--- src/logic/clrf_pkg.sv ---
// Shared constants and types for the cross-lane tag record framer
`default_nettype none
package clrf_pkg;
	localparam logic [15:0] REC_TYPE   = 16'h5027;
	localparam int          FRAME_W    = 296;
	localparam logic [5:0]  LAST_BYTE  = 6'h24;
	localparam logic [7:0]  LAST_CHAR  = 8'h4A;
	localparam logic [7:0]  HASH_CHAR  = 8'h23;
	localparam logic [7:0]  DIGIT_BASE = 8'h30;
	localparam logic [7:0]  ALPHA_BASE = 8'h37;
	localparam logic [3:0]  NIB_TEN    = 4'hA;

	typedef struct packed {
		logic [2:0]  header;
		logic [2:0]  tag_type;
		logic [2:0]  application_identifier;
		logic [6:0]  group_id;
		logic [6:0]  issuing_agency_id;
		logic [23:0] serial_number;
		logic [10:0] vehicle_class;
		logic [3:0]  revenue_type;
		logic        commission_status;
		logic [1:0]  mounting_location;
		logic [2:0]  agency_data_1;
		logic [3:0]  regional_class;
		logic [23:0] agency_data_2;
	} clrf_ro_t;

	typedef struct packed {
		logic [11:0] reader_id;
		logic [8:0]  prior_read_date;
		logic [16:0] prior_read_time;
		logic [6:0]  agency_id;
		logic [6:0]  plaza_id;
		logic [4:0]  lane_id;
		logic [8:0]  txn_date;
		logic [16:0] txn_time;
		logic [10:0] txn_vehicle_class;
		logic [3:0]  future;
		logic [29:0] agency_data;
		logic [15:0] txn_number;
	} clrf_rw_t;

	// Named fields fill 240 bits; spare tail pads the image to 256
	typedef struct packed {
		clrf_ro_t    ro;
		clrf_rw_t    rw;
		logic [15:0] spare;
	} clrf_image_t;

	typedef struct packed {
		clrf_image_t image;
		logic [15:0] check;
		logic [7:0]  antenna;
	} clrf_rec_t;

	typedef struct packed {
		logic       valid;
		logic [7:0] data;
		logic       last;
	} clrf_byte_t;

	typedef enum logic [1:0] {
		PH_IDLE   = 2'b00,
		PH_PREFIX = 2'b01,
		PH_BODY   = 2'b11
	} clrf_phase_t;

	typedef struct packed {
		clrf_phase_t        phase;
		logic               rdy;
		logic               text;
		logic               nib;
		logic [5:0]         idx;
		logic [FRAME_W-1:0] frame;
		clrf_byte_t         out;
	} clrf_state_t;

	localparam clrf_state_t ST_RST = '{
		phase: PH_IDLE, rdy: 1'b1, text: 1'b0, nib: 1'b0,
		idx: 6'h00, frame: '0, out: '0};
endpackage
`default_nettype wire

--- src/logic/clrf_framer.sv ---
// Cross-lane tag record framer: record to byte stream, binary or text
`default_nettype none
`timescale 1ns/1ps
module clrf_framer (
	// Clock and reset
	input  wire logic              mclk,
	input  wire logic              rst,
	// Record from the reader logic
	input  wire logic              rec_valid,
	input  wire clrf_pkg::clrf_rec_t rec,
	input  wire logic              text_mode,
	output var  logic              rec_ready,
	// Byte stream to the host link
	output var  clrf_pkg::clrf_byte_t out,
	input  wire logic              out_ready
);
	clrf_pkg::clrf_state_t q;
	clrf_pkg::clrf_state_t d;
	logic                  fin;

	function automatic logic [255:0] pack_image(
		input clrf_pkg::clrf_image_t im);
		pack_image = {
			im.ro.header, im.ro.tag_type,
			im.ro.application_identifier,
			im.ro.group_id,
			im.ro.issuing_agency_id, im.ro.serial_number,
			im.ro.vehicle_class, im.ro.revenue_type,
			im.ro.commission_status,
			im.ro.mounting_location,
			im.ro.agency_data_1, im.ro.regional_class,
			im.ro.agency_data_2,
			im.rw.reader_id, im.rw.prior_read_date,
			im.rw.prior_read_time,
			im.rw.agency_id, im.rw.plaza_id, im.rw.lane_id,
			im.rw.txn_date, im.rw.txn_time,
			im.rw.txn_vehicle_class, im.rw.future,
			im.rw.agency_data,
			im.rw.txn_number,
			im.spare};
	endfunction

	function automatic logic [7:0] hexc(input logic [3:0] n);
		if (n < clrf_pkg::NIB_TEN) begin
			hexc = clrf_pkg::DIGIT_BASE + {4'h0, n};
		end else begin
			hexc = clrf_pkg::ALPHA_BASE + {4'h0, n};
		end
	endfunction

	always_comb begin
		d = q;
		fin = 1'b0;
		// Output slot frees on handshake so bytes can flow back to back
		if (q.out.valid && out_ready) begin
			d.out.valid = 1'b0;
			d.out.last = 1'b0;
		end
		case (q.phase)
			clrf_pkg::PH_IDLE: begin
				if (rec_valid && q.rdy) begin
					d.frame = {clrf_pkg::REC_TYPE,
						pack_image(rec.image),
						rec.check, rec.antenna};
					d.text = text_mode;
					d.idx = '0;
					d.nib = 1'b0;
					d.rdy = 1'b0;
					d.phase = text_mode ? clrf_pkg::PH_PREFIX
						: clrf_pkg::PH_BODY;
				end
			end
			clrf_pkg::PH_PREFIX: begin
				if (!d.out.valid) begin
					d.out.valid = 1'b1;
					d.out.data = clrf_pkg::HASH_CHAR;
					d.out.last = 1'b0;
					d.phase = clrf_pkg::PH_BODY;
				end
			end
			clrf_pkg::PH_BODY: begin
				if (!d.out.valid) begin
					fin = (q.idx == clrf_pkg::LAST_BYTE) && (!q.text || q.nib);
					d.out.valid = 1'b1;
					d.out.last = fin;
					if (q.text) begin
						// High nibble first keeps the bit order MSB first
						d.out.data = hexc(q.nib
							? q.frame[clrf_pkg::FRAME_W-5 -: 4]
							: q.frame[clrf_pkg::FRAME_W-1 -: 4]);
						d.nib = !q.nib;
					end else begin
						d.out.data = q.frame[clrf_pkg::FRAME_W-1 -: 8];
					end
					if (!q.text || q.nib) begin
						d.frame = {q.frame[clrf_pkg::FRAME_W-9:0], 8'h00};
						d.idx = q.idx + 6'h01;
					end
					if (fin) begin
						d.phase = clrf_pkg::PH_IDLE;
						d.rdy = 1'b1;
					end
				end
			end
			default: begin
				d = clrf_pkg::ST_RST;
			end
		endcase
	end

	always_ff @(posedge mclk or posedge rst) begin
		if (rst) begin
			q <= clrf_pkg::ST_RST;
		end else begin
			q <= d;
		end
	end

	assign rec_ready = q.rdy;
	assign out = q.out;

	// Checking helpers: handshake count and a copy of the loaded frame
	logic [6:0]                  hc_q;
	logic [clrf_pkg::FRAME_W-1:0] fr_h;
	logic                        txt_h;
	logic                        hs;
	logic                        acc;
	logic [8:0]                  bpos;
	logic [7:0]                  exp_b;
	logic [3:0]                  exp_n;

	assign hs = q.out.valid && out_ready;
	assign acc = rec_valid && q.rdy;
	assign bpos = txt_h ? (9'((hc_q - 7'h01) >> 1) * 9'h008)
		: (9'(hc_q) * 9'h008);
	assign exp_b = fr_h[9'(clrf_pkg::FRAME_W-1) - bpos -: 8];
	assign exp_n = hc_q[0] ? exp_b[7:4] : exp_b[3:0];

	always_ff @(posedge mclk or posedge rst) begin
		if (rst) begin
			hc_q <= 7'h00;
			fr_h <= '0;
			txt_h <= 1'b0;
		end else begin
			if (hs) begin
				hc_q <= q.out.last ? 7'h00 : hc_q + 7'h01;
			end
			if (acc) begin
				fr_h <= {clrf_pkg::REC_TYPE, 256'(rec.image),
					rec.check, rec.antenna};
				txt_h <= text_mode;
			end
		end
	end
endmodule
`default_nettype wire

--- config.mk ---
export PLATFORM = sky130hd
export DESIGN_NAME = clrf_framer
export DESIGN_NICKNAME = d
export VERILOG_FILES = /design/src/logic/clrf_pkg.sv /design/src/logic/clrf_framer.sv
export SDC_FILE = /design/constraint.sdc
export NUM_CORES = 1
export LEC_CHECK = 0
export BUFFER_PORTS_ARGS = -buffer_cell sky130_fd_sc_hd__buf_4
export CAP_MARGIN = 20
export CORE_ASPECT_RATIO = 0.9
export CORE_MARGIN = 2
export CORE_UTILIZATION = 55
export CTS_CLUSTER_SIZE = 16
export DETAILED_ROUTE_END_ITERATION = 6
export GPL_TIMING_DRIVEN = 0
export PLACE_DENSITY_LB_ADDON = 0.12
export SLEW_MARGIN = 5
export SYNTH_ARGS = -nofsm -noshare
export SYNTH_HDL_FRONTEND = slang
export SYNTH_SLANG_ARGS = --single-unit
--- constraint.sdc ---
create_clock -name mclk -period 12.65 [get_ports mclk]
set_input_delay 0.6325 -clock mclk [delete_from_list [all_inputs] [get_ports mclk]]
set_output_delay 0.6325 -clock mclk [all_outputs]
set_load 0.01 [all_outputs]
# Word-level counts from Yosys, hierarchy flattened

Cells that the tools add are included.
Widths: inputs -> output; s select.

Add/subtract/negate cells: 3
$lt $le $gt $ge: 1
Eq/ne operators: 9
Mux-type cells: 19
Bitwise gates (word level): 3
Reduce and logical (&&, ||, !) cells: 14

Operators with widths:

| cell                | number |
|---|---|
| $pmux 303 s3        | 1 |
| $mux 313            | 1 |
| $mux 307            | 1 |
| $mux 302            | 1 |
| $pmux 10 s3         | 1 |
| $reduce_and 4->1    | 4 |
| $add 6x4->7 const A | 2 |
| $ne 2x2->1 const B  | 6 |
| $mux 9              | 1 |
| $mux 8              | 1 |
| $mux 7              | 1 |
| $add 6x1->6 const B | 1 |
| $eq 6x6->1 const B  | 1 |
| $mux 3              | 2 |
| $pmux 2 s3          | 1 |
| $lt 4x4->1 const B  | 1 |
| $mux 2              | 2 |
| $mux 4              | 1 |
| $logic_and 1x1->1   | 3 |
| $mux 1              | 3 |
| $not 1->1           | 3 |
| $pmux 1 s3          | 1 |
| $reduce_and 3->1    | 1 |
| $eq 2x1->1 const B  | 1 |
| other kinds (7)     | 8 |

Register bits after elaboration: 317
Input bits: 285
Output and inout port bits: 11
Logic and storage cells: 58

# Depth between registers and ports, before layout

Gate-level depths: netlist (run 1).

Depth in word-level cells: 6
Mapped depth: 12
Gate-level depth less buffers: 7

# Least setup slack after synthesis (run 1)

Ideal clock, no wire load.

Path kind: reg-to-reg
Start: reg q[315] (netlist bit)
End: reg q[100] (netlist bit)
Library setup time: 0.126 ns
Data arrival time: 2.032 ns
Required time: 12.524 ns
Path slack: 10.492 ns
Cell stages (with the launch flop): 10
Buffers on the path: 3
Clock period less this slack: 2.158 ns
Cells stage by stage: dfrtp_1 inv_1 ha_1 a21boi_2 or2_1 buf_4 nand2b_1 buf_2 buf_1 a221o_1

Longest elaborated chain between the ends: 3
Elaborated cells between the ends (all ways): 9
Those cells by class: eq/ne (5); mux (1); bitwise (1); reduce/logical (2)

RTL lines:

| what                                                     | RTL line           | RTL |
|---|---|---|
| start: declaration                                       | clrf_framer.sv:17  | `clrf_pkg::clrf_state_t q;` |
| start signal: assignment                                 | clrf_framer.sv:113 | `q <= clrf_pkg::ST_RST;` |
| $eq 2x2->1 (tied with other cells)                       | n/a                |  |
| $ne 2x2->1 (no source line) or $not 1->1 (tied branches) | n/a                |  |
| $reduce_and 4->1 (no source line)                        | n/a                |  |

Parallel ways exist; a longest one is shown, timed or not.
A chain may end at the register's enable or synchronous reset.

# Worst setup path after layout (run 1)

Start: reg q[315] (netlist bit)
End: reg q[274] (netlist bit)

The elaborated chain is that of the path after synthesis.

==> results of run 1 <==
## worst reg2reg max path: stages (launching register included)
cell and delay, ps:
dfrtp_1 450, inv_1 110, ha_1 310, a21boi_2 210
or2_1 210, buf_4 160, nor3_4 500, buf_2 400
buf_2 320, a221o_1 200
## layout make-up
type                    instances  area share
multi-input cells             712       0.303
plain buffers                 146      0.0466
diodes                          2    0.000277
inverters                       7     0.00187
repair buffers                297       0.126
flip-flops and latches        317       0.440
well taps                     342      0.0237
clock buffers                  54      0.0576
clock inverters                 3    0.000832
## per-stage QoR
stage	worst slack [ps]	util	area, um2	TNS, ps	hold WS, ps
after floorplan	3250	-	14300	0	430
after global placement	-27.1	0.668	16900	-2530	444
after detailed placement	9590	0.670	17000	0	457
after CTS	9740	0.712	18000	0	339
after global routing	9570	0.712	18000	0	349
final	9730	0.712	18000	0	327
## report_power, final
group          switching (uW)  internal (uW)  total (uW)
Sequential                291           1490        1780
Clock                     392            561         954
Combinational            1010            762        1770
Total                    1690           2810        4510
## state kept, by name, indices dropped and copies added (netlist names)
signal	flops
out	10
q	306
rec_ready	1
## final timing paths
kind,startpoint,endpoint,depth (start not counted)
max,q[315],q[274],9
min,rst,q[186],2
max reg2reg,q[315],q[274],9
min reg2reg,q[297],q[297],2
max in group asynchronous,rst,q[58],3
min in group mclk,rec[0],q[10],2
## kinds of logic after synthesis
logic type	share of synthesized area
AOI/OAI and AO/OA	0.223
xor gates and xnor gates	0.000614
adders and majority gates	0.00614
buffers and inverters	0.0608
DFF	0.556
muxes	0.00368
and+or+nand+nor	0.150
## metal layers
layer / up-vias / part of all wire
li1: 5378 / -
met1: 6083 / 0.43
met2: 601 / 0.45
met3: 82 / 0.091
met4: 0 / 0.030
met5: - / 0
## Yosys cell counts (2+ instances only)
master,instances
mux2i_1,3
a211o_1,6
mux2_2,2
nor4_1,2
clkbuf_1,59
and3_1,279
a21o_1,3
o22a_1,2
nor2b_1,4
ha_1,7
a31oi_1,3
buf_1,12
buf_6,27
nand2b_1,4
o21ai_0,19
a22o_1,10
o41ai_1,2
buf_4,12
nand2_1,33
a221o_1,272
inv_1,7
dfrtp_1,316
buf_2,36
nor3_1,3
nand3_1,18
a21oi_1,8
nor2_1,12
==> results.txt, run 1 <==
outcome - complete, no violations
share of the synthesized area in the top cell type - 0.554
Final ANT Viol Nets - 0
global route overflow - 0
FILL cells - 1882
I/O Buffers - 295
final net count - 1807
max frequency - 0.342 GHz
post-route insts no fill - 1880
skew final - 9.61 ps
placer congestion estimate - 0.881
vias in the first global route - 11900
FF+latch count, synth - 317
crit-path cells - inv_1, ha_1, a21boi_2, or2_1, buf_4, nor3_4, buf_2, buf_2, a221o_1
leading cell type in the layout, fill and taps excluded - dfrtp_1
area taken by multi-input logic gates - 0.00547 mm2
Sink Count - 317
EDFF count, synth - 0
wire per inst - 22.0 um
global-route wire length before repair - 64.9 mm
final hold vios - 0
Cell Area, Synth - 0.0143 mm2
CTS clk-pin slew, worst paths - 60 ps
Crit-path slowest cell - nor3_4
core area - 0.0253 mm2
Post-DP HPWL - 29.1 mm
leakage power - 0.00987 uW
TritonCTS buffer count - 34
die area - 0.0273 mm2
initial core utilization - 0.564
Routed WL - 41.3 mm
IO Pins - 296
Die X - 174 um
Mapped Cells - 1182
TritonCTS clock tree - yes
CP Capture Type - flip-flop
Register Area - 0.00793 mm2
Worst path max stage delay - 490 ps
Longest Clk Path Bufs - 3
share of cells above drive strength 1 - 0.277
R2R setup slack - 9730 ps
Final Slew Violations - 0
later-pin clock latency in the skew report - 500 ps
total of max-cap violations - 0
Arr. time, crit path - 3360 ps
Top delay family on crit path - buffers and inverters
CP Max Fanout - 10
H-tree depth - 2
Final setup viols - 0
fin crit share - 0.231
min Tclk post-route - 2920 ps
met1 usage in global routing - 0.443
worst slew pin tran - 851 ps
drt initial violations - 1242
met3 Use GR - 0.0605
syn nets - 1474
Seq/Total Area, Yosys - 0.556
Critical Path RT - 13080 ps
Synth area leader - dfrtp_1
Global Route Usage Sum - 0.301
CP Buf/Inv Count - 4
vias - 12100
grt peak-use layer - met2
Peak VDD IR - 0.135 mV
Area Overhead vs Synth - 26.4%
synth warn - 0
post-synth cell types - 48
PD cells - 250 mW/mm2
synth top area cells - dfrtp_1 55%, a221o_1 19%, and3_1 12%, buf_6 2.1%, clkbuf_1 1.6%
FFs w/ async S/R, synth - 1.00
most frequent cells in the layout - 316 x dfrtp_1, 307 x buf_4, 279 x and3_1
CTS hold repair buffers - 0
Slew HR - 0.433
drt pass-1 iters - 7
row count - 55
met2 GRT Util - 0.448
synthesized area per cell - 12.1 um2
CTS resizes - 0
initial antenna violation count - 1
CP Launch Type - flip-flop
Tot Pwr - 4510 uW
placed cells - 1821
die span in y - 157 um
worst setup path class - reg -> reg
DRC errors left - 0
unrepaired setup endpoints after global routing - no
largest net degree at the start of global routing - 123
post-DR vias/cell - 6.46
dominant synthesized flop cell - dfrtp_1
post-CTS setup buffer count - 0
Clock Tree Root - clkbuf_16
Top cell by count, worst path - buf_2
HP Class - in -> async
Power figures use the tool's default switching activity.
==> inputs of run 2 (changes only) <==
Settings changed: CORE_UTILIZATION 55 to 50.
Clock period 12.65 ns to 2.5 ns, I/O delays scaled along.
==> results.txt, run 2 (synthesis results as in run 1) <==
outcome - complete, no violations
DRC errors left - 0 (unchanged)
Peak VDD IR - 0.568 mV (+320%)
PD cells - 1130 mW/mm2 (+350%)
Area Overhead vs Synth - 48.8%
initial core utilization - 0.509 (-0.0541)
CTS clk-pin slew, worst paths - 60 ps (about the same)
drt pass-1 iters - 5 (-2)
Critical Path RT - 2880 ps (-10200 ps)
placer congestion estimate - 0.854 (-3.0%)
largest net degree at the start of global routing - 41 (-67%)
initial antenna violation count - 5 (+4)
die span in y - 164 um (+4.8%)
fin crit share - 0.972 (+0.741)
Die X - 182 um (+4.8%)
global-route wire length before repair - 75.8 mm (+17%)
later-pin clock latency in the skew report - 510 ps (about the same)
placed cells - 1846 (+1.4%)
post-route insts no fill - 2200 (+17%)
row count - 58 (+5.5%)
R2R Path Start - q[316]
CP Buf/Inv Count - 5 (+1)
Post-DP HPWL - 30.0 mm (+2.8%)
Setup WS pre-CTS - -422 ps (-10010 ps)
global route overflow - 0 (unchanged)
I/O Buffers - 295 (unchanged)
Clock Tree Root - clkbuf_16
Worst path max stage delay - 410 ps (-80 ps)
HP Class - in -> reg
Top cell by count, worst path - buf_6
wire per inst - 21.9 um (-0.35%)
CP Launch Type - flip-flop
Final setup viols - 0 (unchanged)
Reg2Reg Capture Point - q[31]
TritonCTS buffer count - 35 (+2.9%)
CP Capture Type - flip-flop
CP Max Fanout - 10 (unchanged)
core area - 0.0280 mm2 (+11%)
vias in the first global route - 13800 (+16%)
Final ANT Viol Nets - 0 (unchanged)
Biggest register - q
max frequency - 0.411 GHz (+20%)
crit-path cells - inv_1, ha_2, a21boi_2, or2_1, buf_4, nor2b_1, buf_6, buf_6, buf_6, and3_1, a221o_1
IO Pins - 296 (unchanged)
worst setup path class - reg -> reg
Slew HR - 0.432 (about the same)
Longest Clk Path Bufs - 3 (unchanged)
Top delay family on crit path - buffers and inverters
Arr. time, crit path - 2810 ps (-550 ps)
leakage power - 0.0113 uW (+14%)
Routed WL - 48.2 mm (+17%)
drt initial violations - 1504 (+21%)
Largest register FFs - 306 (unchanged)
share of cells above drive strength 1 - 0.264 (-0.0128)
unrepaired setup endpoints after global routing - no
skew final - 15.3 ps (+5.67 ps)
vias - 13500 (+11%)
final net count - 2101 (+16%)
Global Route Usage Sum - 0.321 (+0.0199)
R2R setup slack - 70 ps (-9660 ps)
total of max-cap violations - 0 (unchanged)
worst slew pin tran - 850 ps (-1.60 ps)
hold_sp - rec_valid
H-tree depth - 2 (unchanged)
post-DR vias/cell - 6.14 (-5.0%)
die area - 0.0299 mm2 (+9.8%)
most frequent cells in the layout - 316 x dfrtp_1, 313 x buf_4, 283 x dlygate4sd3_1
leading cell type in the layout, fill and taps excluded - dfrtp_1
final hold vios - 0 (unchanged)
Hold Path Stages - 4
R2R cell count - 11 (+2)
WHS Endpoint - q[313]
min Tclk post-route - 2430 ps (-493 ps)
Crit-path slowest cell - dfrtp_1
Sink Count - 317 (unchanged)
Final Slew Violations - 0 (unchanged)
TritonCTS clock tree - yes
final worst slack - 69.3 ps (-9660 ps)
[run 2: metal layers]
metal  global-route usage  vias to the layer above  part of all wire
li1                     -                     5968                 -
met1                0.443                     6752              0.42
met2                0.513                      672              0.47
met3               0.0619                      109             0.078
met4                0.107                        0             0.030
met5                    0                        -                 0
[run 2: worst max-delay path by stage]
stage                       from      to  slack [ps]  depth (start not counted)
after floorplan              rst  out[0]       -1850                          1
after global placement       rst  q[223]       -3740                          2
after detailed placement  q[315]   q[18]        -420                          9
after CTS                 q[315]  q[238]          -4                          9
after global routing      q[316]   q[31]         0.3                         11
final                     q[316]   q[31]          70                         11
[run 2: report_power, final]
| group | internal, uW | switching [uW] | leakage [uW] |
|---|---|---|---|
| combinational | 4390 | 5390 | 0.00638 |
| clock | 3130 | 2120 | 0.000569 |
| sequential | 7550 | 1470 | 0.00434 |
| total | 15100 | 8990 | 0.0113 |
[run 2: metrics by stage]
stage | TNS [ps] | util | hold slack, ps | total power (uW) | area (um2)
2_1_floorplan | -585000 | - | 265 | 14900 | 14300
3_3_place_gp | -1250000 | 0.605 | 354 | 17600 | 16900
3_5_place_dp | -89570 | 0.611 | 329 | 17800 | 17100
4_1_cts | -3.88 | 0.757 | 97.0 | 23700 | 21200
5_1_grt | 0 | 0.758 | 150 | 25300 | 21200
6_report | 0 | 0.758 | 129 | 24100 | 21200
[run 2: tightest hold or removal path, cell delays in order]
cell and delay [ps]:
buf_4 80, a21boi_2 50, nor3_1 210, o21ai_0 110
[run 2: timing repair]
action	4_1_cts	5_1_grt
hold buffers	283	0
endpoints found under the hold margin	314	0
buffers inserted	4	0
setup endpoints to repair	301	301
gates resized for setup	34	28
pin swaps	1	0
[run 2: cell type report]
class | instances | area, um2
sequential | 317 | 7930
antenna | 6 | 15.0
tap | 360 | 450
clock buffer | 48 | 965
multi-input combinational | 712 | 5480
buffer | 145 | 898
clock inverter | 14 | 180
inverter | 7 | 30.0
fill | 1790 | 6780
timing repair buffer | 591 | 5280
==> inputs of run 3 (changes only) <==
Clock period 2.5 ns to 2 ns, I/O delays scaled along.
==> results.txt, run 3 (synthesis results as in run 1) <==
min Tclk post-route - 2170 ps (-264 ps)
Crit-path slowest cell - dfrtp_1
Setup WS pre-CTS - -658 ps (-236 ps)
fin crit share - 1.08 (+0.111)
Met3 Routed Length - 4.11 mm (+9.0%)
PD cells - 1470 mW/mm2 (+29%)
DRC errors left - 0 (unchanged)
vias in the first global route - 14300 (+3.5%)
core area - 0.0280 mm2 (unchanged)
Largest register FFs - 306 (unchanged)
post-layout util - 0.829 (+0.0710)
die area - 0.0299 mm2 (unchanged)
worst setup path class - reg -> reg
most frequent cells in the layout - 337 x buf_4, 315 x dfrtp_1, 283 x dlygate4sd3_1
Routed WL - 51.3 mm (+6.5%)
FILL cells - 1471 (-18%)
Hold WS - 216 ps (+86.8 ps)
Longest Clk Path Bufs - 3 (unchanged)
unrepaired setup endpoints after global routing - yes
TritonCTS buffer count - 35 (unchanged)
die span in y - 164 um (unchanged)
IO Pins - 296 (unchanged)
CP Capture Type - flip-flop
placer congestion estimate - 0.861 (+0.74%)
vias - 13900 (+2.9%)
later-pin clock latency in the skew report - 520 ps (about the same)
Arr. time, crit path - 2550 ps (-260 ps)
wire per inst - 23.2 um (+5.8%)
final hold vios - 0 (unchanged)
Critical Path RT - 2390 ps (-490 ps)
Biggest register - q
Worst path max stage delay - 420 ps (about the same)
Slew HR - 0.605 (+0.173)
outcome - complete, but fails checks
initial antenna violation count - 6 (+1)
row count - 58 (unchanged)
total of max-cap violations - 0 (unchanged)
Final Slew Violations - 0 (unchanged)
Post-DP HPWL - 28.6 mm (-4.5%)
post-DR vias/cell - 6.28 (+2.3%)
CP Launch Type - flip-flop
Final setup viols - 295 (+295)
global-route wire length before repair - 78.8 mm (+4.0%)
HP Class - in -> async
leakage power - 0.0112 uW (-0.75%)
Clock Tree Root - clkbuf_16
worst slew pin tran - 591 ps (-258 ps)
global route overflow - 0 (unchanged)
Area Overhead vs Synth - 62.7%
Global Route Usage Sum - 0.337 (+0.0159)
final net count - 2114 (+0.62%)
max frequency - 0.462 GHz (+12%)
top routing layer used - met4
CTS clk-pin slew, worst paths - 60 ps (about the same)
initial core utilization - 0.509 (unchanged)
H-tree depth - 2 (unchanged)
Tot Pwr - 34000 uW (+41%)
Peak VDD IR - 0.950 mV (+67%)
I/O Buffers - 295 (unchanged)
Sink Count - 317 (unchanged)
TritonCTS clock tree - yes
crit-path cells - inv_2, ha_4, a21boi_4, or2_1, buf_6, nor2b_4, buf_12, buf_16, buf_8, and3_4, a221o_1
largest net degree at the start of global routing - 41 (unchanged)
leading cell type in the layout, fill and taps excluded - buf_4
final worst slack - -166 ps (-236 ps)
Metal-1 WL - 20.2 mm (+0.50%)
R2R cell count - 11 (unchanged)
Final ANT Viol Nets - 0 (unchanged)
met2 wire length - 25.2 mm (+10%)
drt pass-1 iters - 7 (+2)
skew final - 12.8 ps (-2.48 ps)
failing checks - negative setup slack
share of cells above drive strength 1 - 0.419 (+0.155)
Die X - 182 um (unchanged)
CP Max Fanout - 9 (-1)
drt initial violations - 1307 (-13%)
==> run 3: layer usage <==
| metal | GRT usage | vias up |
|---|---|---|
| met2 | 0.569 | 793 |
| met4 | 0.122 | 0 |
| li1 | - | 6023 |
| met1 | 0.432 | 6940 |
| met5 | 0 | - |
| met3 | 0.0714 | 140 |
==> run 3: critical path, delay by kind of cell (launching register included) <==
kind	cells	cell delay, ps
fa+ha+maj	1	150
buf+inv	5	690
compound gates	2	440
simple gates	3	310
flops	1	420
==> run 3: layout make-up <==
type                            instances  area [um2]  area share
Antenna cell                            7        17.5    0.000754
Buffer                                145        1350      0.0581
Inverter                                7        30.0     0.00129
Sequential cell                       317        7940       0.342
Timing Repair Buffer                  604        5540       0.239
Tap cell                              360         450      0.0194
Multi-Input combinational cell        712        6700       0.288
Clock inverter                         16         180     0.00776
Clock buffer                           46        1020      0.0439
==> run 3: timing repair <==
action,4_1_cts,5_1_grt
endpoints found under the setup margin,302,305
resized for setup,91,65
pin swaps,3,1
hold endpoints to repair,304,0
hold buffers,283,0
buffers inserted,5,3
cloned,6,3
==> run 3: path summary, 6_finish.rpt <==
check / start / end / slack, ps
min reg2reg: out[6] / out[6] / 480
max reg2reg: q[316] / q[275] / -170
min in group mclk: rec_valid / q[313] / 270
max in group asynchronous: rst / rec_ready / 400
min: rst / q[255] / 220
max: q[316] / q[275] / -170
==> run 3: through the flow <==
| stage | instance area, um2 | setup TNS, ps | std cells |
|---|---|---|---|
| floorplan | 15700 | -753970 | 1182 |
| CTS | 23000 | -23180 | 2201 |
| global route | 23200 | -52750 | 2214 |
| finish | 23200 | -30930 | 2214 |
| detailed placement | 18500 | -154350 | 1846 |
| global placement | 18300 | -1471480 | 1837 |
==> run 3: where the power goes <==
| part | switching [uW] | internal [uW] | total, uW |
|---|---|---|---|
| logic | 7820 | 7800 | 15600 |
| registers | 2150 | 9440 | 11600 |
| clock network | 2700 | 4110 | 6810 |
